## src/hw/power_mode_pkg.sv

```systemverilog
// power mode controller package: register map, field positions, reset values, timing
// assumes an apb slave with 32-bit data, one aligned word per register
package power_mode_pkg;
  localparam logic [11:0] REG_REGULATOR_CONTROL = 12'h000;
  localparam logic [11:0] REG_CPU_RATE_IDLE_CONTROL = 12'h004;
  localparam logic [11:0] REG_POWER_STATUS = 12'h008;
  // regulator_control fields
  localparam int REG_LP_SEL_BIT = 1;
  localparam int REG_KEEP_SET_BIT = 0;
  localparam logic [7:0] REGULATOR_CONTROL_RESET = 8'h01;
  // cpu_rate_idle_control fields
  localparam int IDLE_SEL_BIT = 7;
  localparam int RATE_EN_BIT = 6;
  localparam int WAKE_FULL_BIT = 5;
  localparam int ISR_EXIT_BIT = 4;
  localparam int DIV_LSB = 0;
  localparam int DIV_W = 3;
  localparam logic [7:0] CPU_RATE_IDLE_CONTROL_RESET = 8'h00;
  // status fields
  localparam int ST_RUN_BIT = 0;
  localparam int ST_IDLE_BIT = 1;
  localparam int ST_SLEEP_BIT = 2;
  localparam int ST_SETTLE_BIT = 3;
  localparam int ST_REG_LP_BIT = 4;
  // regulator settle time after low-power sleep
  localparam int SETTLE_NS = 2000;
  localparam int CLK_PERIOD_NS = 10;
  localparam int SETTLE_CYCLES = (SETTLE_NS + CLK_PERIOD_NS - 1) / CLK_PERIOD_NS;
  localparam int DIV_CNT_W = 8;
  typedef enum logic [3:0] {
    ST_RUN = 4'b0001,
    ST_IDLE = 4'b0010,
    ST_SLEEP = 4'b0100,
    ST_SETTLE = 4'b1000
  } power_state_t;
endpackage

```

## src/hw/rate_divider.sv

```systemverilog
// rate divider: one-cycle enable every 2^(code+1) clocks
// assumes code changes are rare; counter restarts on each enable
`timescale 1ns/1ps
module rate_divider import power_mode_pkg::*; #(
  parameter int CNT_W = DIV_CNT_W
) (
  // clock and reset
  input wire logic core_clk,
  input wire logic rst_n,
  // control
  input wire logic [DIV_W-1:0] code,
  input wire logic run,
  // enable out
  output logic tick
);
  logic [CNT_W-1:0] count;
  logic [CNT_W-1:0] next_count;
  logic [CNT_W-1:0] limit;

  always_comb begin
    limit = CNT_W'((9'h002 << code) - 9'h001);
    tick = run && (count == limit);
    next_count = (!run || tick) ? '0 : count + 1'b1;
  end

  always_ff @(posedge core_clk or negedge rst_n) begin
    if (!rst_n) begin
      count <= '0;
    end else begin
      count <= next_count;
    end
  end
endmodule // rate_divider

```

## src/hw/power_mode_control.sv

```systemverilog
// power mode controller: sleep/idle entry, idle wake, regulator mode, cpu rate enable
// assumes apb master on core_clk; cpu signals power-down, isr entry/exit as pulses
//
// Implementation choices: the register addresses and register access over APB.
`timescale 1ns/1ps
module power_mode_control import power_mode_pkg::*; #(
  parameter int SETTLE_COUNT = SETTLE_CYCLES
) (
  // clock and reset
  input wire logic core_clk,
  input wire logic rst_n,
  // apb slave
  input wire logic psel,
  input wire logic penable,
  input wire logic pwrite,
  input wire logic [11:0] paddr,
  input wire logic [31:0] pwdata,
  output logic [31:0] prdata,
  output logic pready,
  output logic pslverr,
  // cpu events
  input wire logic powerDownInstr,
  input wire logic intPending,
  input wire logic isrEnter,
  input wire logic isrExit,
  input wire logic watchdogExpire,
  input wire logic wakeEvent,
  input wire logic clkOutCfg_n,
  input wire logic sysClkPhase,
  // control outputs
  output logic cpuRun,
  output logic cpuClkEn,
  output logic progMemEn,
  output logic sysOscPeriphEn,
  output logic indepOscPeriphEn,
  output logic regulatorOn,
  output logic regulatorLowPower,
  output logic clockOutputPin,
  output logic watchdogResetBlock
);
  power_state_t state, next_state;
  logic lowPowerSel, next_lowPowerSel;
  logic idleSel, next_idleSel;
  logic rateEn, next_rateEn;
  logic wakeFull, next_wakeFull;
  logic isrExitRate, next_isrExitRate;
  logic [DIV_W-1:0] rateDiv, next_rateDiv;
  logic [15:0] settleCnt, next_settleCnt;
  logic sleptLow, next_sleptLow;
  logic [31:0] next_prdata;
  logic rateTick;
  logic wrEn, access, mapped;

  assign access = psel && penable;
  assign wrEn = access && pwrite;
  assign mapped = (paddr == REG_REGULATOR_CONTROL) || (paddr == REG_CPU_RATE_IDLE_CONTROL)
    || (paddr == REG_POWER_STATUS);
  assign pready = 1'b1;
  assign pslverr = access && !mapped;

  always_comb begin
    next_lowPowerSel = lowPowerSel;
    next_idleSel = idleSel;
    next_rateEn = rateEn;
    next_wakeFull = wakeFull;
    next_isrExitRate = isrExitRate;
    next_rateDiv = rateDiv;
    next_prdata = prdata;
    if (wrEn && paddr == REG_REGULATOR_CONTROL) begin
      next_lowPowerSel = pwdata[REG_LP_SEL_BIT];
    end
    if (wrEn && paddr == REG_CPU_RATE_IDLE_CONTROL) begin
      next_idleSel = pwdata[IDLE_SEL_BIT];
      next_rateEn = pwdata[RATE_EN_BIT];
      next_wakeFull = pwdata[WAKE_FULL_BIT];
      next_isrExitRate = pwdata[ISR_EXIT_BIT];
      next_rateDiv = pwdata[DIV_LSB +: DIV_W];
    end
    // hardware set/clear wins over a same-cycle software write
    if (state == ST_IDLE && intPending && wakeFull && rateEn) begin
      next_rateEn = 1'b0;
    end
    if (isrEnter && wakeFull) begin
      next_rateEn = 1'b0;
    end
    if (isrExit && isrExitRate) begin
      next_rateEn = 1'b1;
    end
    if (psel && !penable && !pwrite) begin
      next_prdata = '0;
      case (paddr)
        REG_REGULATOR_CONTROL: begin
          next_prdata[REG_LP_SEL_BIT] = lowPowerSel;
          next_prdata[REG_KEEP_SET_BIT] = 1'b1;
        end
        REG_CPU_RATE_IDLE_CONTROL: begin
          next_prdata[IDLE_SEL_BIT] = idleSel;
          next_prdata[RATE_EN_BIT] = rateEn;
          next_prdata[WAKE_FULL_BIT] = wakeFull;
          next_prdata[ISR_EXIT_BIT] = isrExitRate;
          next_prdata[DIV_LSB +: DIV_W] = rateDiv;
        end
        REG_POWER_STATUS: begin
          next_prdata[ST_RUN_BIT] = (state == ST_RUN);
          next_prdata[ST_IDLE_BIT] = (state == ST_IDLE);
          next_prdata[ST_SLEEP_BIT] = (state == ST_SLEEP);
          next_prdata[ST_SETTLE_BIT] = (state == ST_SETTLE);
          next_prdata[ST_REG_LP_BIT] = regulatorLowPower;
        end
        default: next_prdata = '0;
      endcase
    end
  end

  always_ff @(posedge core_clk or negedge rst_n) begin
    if (!rst_n) begin
      lowPowerSel <= REGULATOR_CONTROL_RESET[REG_LP_SEL_BIT];
      idleSel <= CPU_RATE_IDLE_CONTROL_RESET[IDLE_SEL_BIT];
      rateEn <= CPU_RATE_IDLE_CONTROL_RESET[RATE_EN_BIT];
      wakeFull <= CPU_RATE_IDLE_CONTROL_RESET[WAKE_FULL_BIT];
      isrExitRate <= CPU_RATE_IDLE_CONTROL_RESET[ISR_EXIT_BIT];
      rateDiv <= CPU_RATE_IDLE_CONTROL_RESET[DIV_LSB +: DIV_W];
      prdata <= '0;
    end else begin
      lowPowerSel <= next_lowPowerSel;
      idleSel <= next_idleSel;
      rateEn <= next_rateEn;
      wakeFull <= next_wakeFull;
      isrExitRate <= next_isrExitRate;
      rateDiv <= next_rateDiv;
      prdata <= next_prdata;
    end
  end

  // power state machine
  always_comb begin
    next_state = state;
    next_settleCnt = settleCnt;
    next_sleptLow = sleptLow;
    case (state)
      ST_RUN: begin
        if (powerDownInstr) begin
          next_state = idleSel ? ST_IDLE : ST_SLEEP;
          next_sleptLow = !idleSel && lowPowerSel;
        end
      end
      ST_IDLE: begin
        // idle select untouched here so a later power-down re-enters idle
        if (intPending || watchdogExpire) begin
          next_state = ST_RUN;
        end
      end
      ST_SLEEP: begin
        if (wakeEvent || intPending || watchdogExpire) begin
          if (sleptLow) begin
            next_state = ST_SETTLE;
            next_settleCnt = 16'(SETTLE_COUNT - 1);
          end else begin
            next_state = ST_RUN;
          end
        end
      end
      ST_SETTLE: begin
        if (settleCnt == '0) begin
          next_state = ST_RUN;
          next_sleptLow = 1'b0;
        end else begin
          next_settleCnt = settleCnt - 1'b1;
        end
      end
      default: next_state = ST_RUN;
    endcase
  end

  always_ff @(posedge core_clk or negedge rst_n) begin
    if (!rst_n) begin
      state <= ST_RUN;
      settleCnt <= '0;
      sleptLow <= 1'b0;
    end else begin
      state <= next_state;
      settleCnt <= next_settleCnt;
      sleptLow <= next_sleptLow;
    end
  end

  rate_divider #(.CNT_W(DIV_CNT_W)) cpuRateDiv (
    .core_clk(core_clk),
    .rst_n(rst_n),
    .code(rateDiv),
    .run(rateEn && state == ST_RUN),
    .tick(rateTick)
  );

  // outputs are registered from next_state, so they are glitch free
  always_ff @(posedge core_clk or negedge rst_n) begin
    if (!rst_n) begin
      cpuRun <= 1'b1;
      cpuClkEn <= 1'b1;
      progMemEn <= 1'b1;
      sysOscPeriphEn <= 1'b1;
      indepOscPeriphEn <= 1'b1;
      regulatorOn <= 1'b1;
      regulatorLowPower <= 1'b0;
      clockOutputPin <= 1'b0;
      watchdogResetBlock <= 1'b0;
    end else begin
      cpuRun <= (next_state == ST_RUN);
      cpuClkEn <= (next_state == ST_RUN) && (!next_rateEn || rateTick);
      progMemEn <= (next_state == ST_RUN);
      sysOscPeriphEn <= (next_state != ST_SLEEP);
      indepOscPeriphEn <= 1'b1;
      regulatorOn <= 1'b1;
      regulatorLowPower <= (next_state == ST_SLEEP) && next_sleptLow;
      clockOutputPin <= !clkOutCfg_n && (next_state != ST_SLEEP) && sysClkPhase;
      watchdogResetBlock <= (next_state == ST_IDLE);
    end
  end
endmodule // power_mode_control

```

## config.mk

```make
export PLATFORM = sky130hd
export DESIGN_NAME = power_mode_control
export DESIGN_NICKNAME = d
export VERILOG_FILES = /design/src/hw/power_mode_pkg.sv /design/src/hw/rate_divider.sv /design/src/hw/power_mode_control.sv
export SDC_FILE = /design/constraint.sdc
export NUM_CORES = 1
export LEC_CHECK = 0
export BUFFER_PORTS_ARGS = -buffer_cell sky130_fd_sc_hd__buf_4
export CAP_MARGIN = 20
export CORE_ASPECT_RATIO = 2
export CORE_UTILIZATION = 30
export CTS_BUF_LIST = sky130_fd_sc_hd__clkbuf_8
export CTS_CLUSTER_SIZE = 14
export DETAILED_ROUTE_END_ITERATION = 8
export SKIP_LAST_GASP = 1
export SYNTH_ARGS = -nofsm -noshare
export SYNTH_HDL_FRONTEND = slang
export SYNTH_HIERARCHICAL = 1
export SYNTH_SLANG_ARGS = --single-unit
```

## constraint.sdc

```tcl
create_clock -name core_clk -period 3.55 [get_ports core_clk]
set_clock_uncertainty 0.1 [all_clocks]
set_input_delay 0.71 -clock core_clk [delete_from_list [all_inputs] [get_ports core_clk]]
set_output_delay 0.71 -clock core_clk [all_outputs]
set_load 0.02 [all_outputs]
```

==> flow_summary.json <==
{
  "fin_area_mm2": 0.003536,
  "layout.cells.non_filler": 478,
  "yosysUniqueCellTypes": 66,
  "p_comb_share_pct": 17.6,
  "async_flop_share_pct": 100.0,
  "fp.dieW_um": 73.44,
  "p_sw_w": 0.0003843,
  "power.internal_w": 0.0009243,
  "grt_pass1_wl_mm": 11.49,
  "ys_ff_latch": 51,
  "p_sw_share_pct": 29.37,
  "path_clk_slew_ps": 100,
  "slew_headroom_pct": 38.05,
  "fillers": 999,
  "wl_per_cell_um": 14.41,
  "die_h_um": 144.9,
  "critPathLaunchType": "flop",
  "place_congestion": 0.8600,
  "leakage_nw": 1.616,
  "drive_gt1_share_pct": 24.57,
  "crit_family": "simple AND/OR/NAND/NOR gates",
  "drtAntennaViolNets": 0,
  "drtIter0Drc": 101,
  "fin_crit_sh_pct": 78.57,
  "diodes": 0,
  "hold_class": "in -> async",
  "synth_top_flop_cell": "dfrtp_1",
  "synth_top_area_cell": "dfrtp_1",
  "required_ps": 3680,
  "crit_type": "reg -> reg",
  "cp_cell_sequence": "or3_4, ha_1, xor2_1, mux2_2, a21oi_1, nor4_1, and2_1, a21oi_1, a22oi_1",
  "cts_inserted_buffers": 5,
  "pwr-share-clk_pct": 32.0,
  "io_pins": 100,
  "critPathSlowestCell": "dfrtp_1",
  "htreeDepth": 2,
  "core_mm2": 0.009827,
  "viasPerCell": 4.958,
  "critical_path_buf_inv_count": 0,
  "end_kind": "flop",
  "finalHoldViolCount": 0,
  "antenna_found_initial": 0,
  "wl_mm": 6.886,
  "vias": 2370,
  "rsz0062_at_grt": "false",
  "start_util_pct": 31.16,
  "cts.path.max_buffers": 2,
  "syn_avg_cell_area_um2": 10.21,
  "ir_drop_uv": 170.9,
  "grt_overflow": 0,
  "drv_slew": 0,
  "whs_ps": 306.5,
  "critPathArrivalTime_ps": 2920,
  "grt_max_degree": 52,
  "p_seq_share_pct": 50.4,
  "drc": 0,
  "synth_warnings": 6,
  "setup_tns_ps": 0,
  "crit_path_frequent_cell": "a21oi_1",
  "worstPathMaxFanout": 10,
  "ctsHoldBuffers": 0,
  "synth_top_area_share_pct": 38.41,
  "synthesis.area_mm2": 0.003062,
  "cts_tree": "built",
  "first_pass_iters": 4,
  "cts.repair.resized": 0,
  "num_rows": 51,
  "syn_to_final_growth_pct": 15.49,
  "finalCriticalPeriod_ps": 2789,
  "syn_inst": 300,
  "max_stage_delay_ps": 510,
  "die_area_mm2": 0.01064,
  "cts_setup_buffers": 0,
  "power_w": 0.001309,
  "fmax_mhz": 358.5,
  "status": "complete, no violations",
  "final_nets": 405,
  "grt_pass1_vias": 2402,
  "synth_edf_count": 0,
  "placed_area_mm2": 0.003423,
  "cts_sinks": 51,
  "cap_viol_max_count": 0,
  "grt_usage_pct": 14.11,
  "setup_viol": 0,
  "clk_latency_ps": 320,
  "powerDensity_mw_per_mm2": 370.1,
  "dp_hpwl_mm": 5.322,
  "synth.area.top_cells": "dfrtp_1 38%, buf_4 7.1%, mux2i_1 4.6%, dfstp_2 3.4%, nand2_1 3.1%",
  "portBuffers": 47,
  "synth-seq-area-share_pct": 41.85,
  "worstMarginPinSlew_ps": 916.4,
  "root_buffer": "clkbuf_8",
  "placed_cells": 470
}
-- cell type report --
class                      instances  area [um2]  share of cell area [%]
multi-input combinational        233        1594                   45.08
sequential                        51        1281                   36.24
timing repair buffer              48       360.3                   10.19
tap                              132       165.2                   4.671
clock buffer                       5       68.82                   1.946
clock inverter                     3       43.79                   1.239
inverter                           6       22.52                  0.6369
-- metal layers --
metal / track usage (%) / up-vias / routed length [um]
met5: 0 / - / 0
met4: 6.478 / 0 / 157
met3: 2.632 / 8 / 203
met2: 27.63 / 57 / 4017
met1: 13.68 / 1180 / 2508
li1: - / 1125 / -
-- through the flow --
step                      utilization (%)  worst slack (ps)
final                               35.98             760.7
after global routing                35.98             601.1
after floorplan                         -             955.3
after global placement              34.84             768.4
after CTS                           35.98             743.3
after detailed placement            34.84             764.3
-- cells in the mapped netlist (3+ instances only) --
library cell / number
dfstp_2: 4
mux2_2: 8
a21oi_1: 13
or3_1: 3
nor3_1: 6
and2_0: 3
mux2i_1: 14
o211ai_1: 4
xor2_1: 8
ha_1: 3
buf_4: 29
nand3_1: 6
nand4_1: 6
nor3b_1: 3
and3_1: 5
nor4b_1: 3
inv_1: 6
or2_2: 3
a221o_1: 4
and2_1: 4
nor2_1: 21
xnor2_1: 5
nor4_1: 5
a22o_1: 4
dfrtp_1: 47
nor2b_1: 5
nand2_1: 25
-- cells in the final DEF, fill, tap and decap left out, drive strengths merged, types with 5 or more instances in the layout --
cell	instances
nand3	7
mux2i	14
nor4	7
inv	6
nor3	7
nand2	25
nor4b	5
a21oi	13
nand4	7
xor2	8
nor2b	5
mux2	8
and2	7
nor2	21
xnor2	5
conb	27
buf	48
and3	5
dfrtp	47
clkbuf	5
nor3b	5
-- flip-flops by register name, summed over array words and instances (netlist names), 3 cells and up --
register and flops:
settleCnt 16, cpuRateDiv/count 8, state 4, prdata 8, rateDiv 3
-- worst reg2reg max path, cell delays in order, from the launching register on --
cell and delay, ps:
dfrtp_1 510, or3_4 450, ha_1 300, xor2_1 220, mux2_2 350, a21oi_1 270
nor4_1 130, and2_1 170, a21oi_1 120, a22oi_1 90
-- power by group through the flow --
stage                     clock, W  combinational [W]  sequential, W
after floorplan                  0           0.000139       0.000684
after global placement           0           0.000233       0.000669
after detailed placement         0           0.000234       0.000672
after CTS                 0.000436           0.000234       0.000660
after global routing      0.000452           0.000255       0.000663
final                     0.000418           0.000231       0.000659
-- worst paths after layout --
path / from / end / slack, ps / depth (start not counted)
max in group asynchronous: rst_n / prdata[4]$_DFFE_PN0P_ / 2590 / 1
setup reg to reg: rateDiv[2]$_DFFE_PN0N_ / cpuClkEn$_DFF_PN1_ / 760 / 9
setup / recovery: rateDiv[2]$_DFFE_PN0N_ / cpuClkEn$_DFF_PN1_ / 760 / 9
hold reg to reg: prdata[5]$_DFFE_PN0P_ / prdata[5]$_DFFE_PN0P_ / 410 / 1
hold / removal: rst_n / settleCnt[13]$_DFFE_PN0P_ / 310 / 1
min in group core_clk: prdata[5]$_DFFE_PN0P_ / prdata[5]$_DFFE_PN0P_ / 410 / 1
-- kinds of logic after synthesis --
logic type / Yosys count / synth area share, %
flops: 51 / 41.85
mux: 22 / 7.519
other cells: 2 / 0.2453
compound gates: 48 / 12.38
simple gates: 120 / 23.91
buf+inv: 41 / 9.154
xor+xnor: 13 / 3.719
fa+ha+maj: 3 / 1.226
No activity file was read; power rests on OpenSTA's default activity.
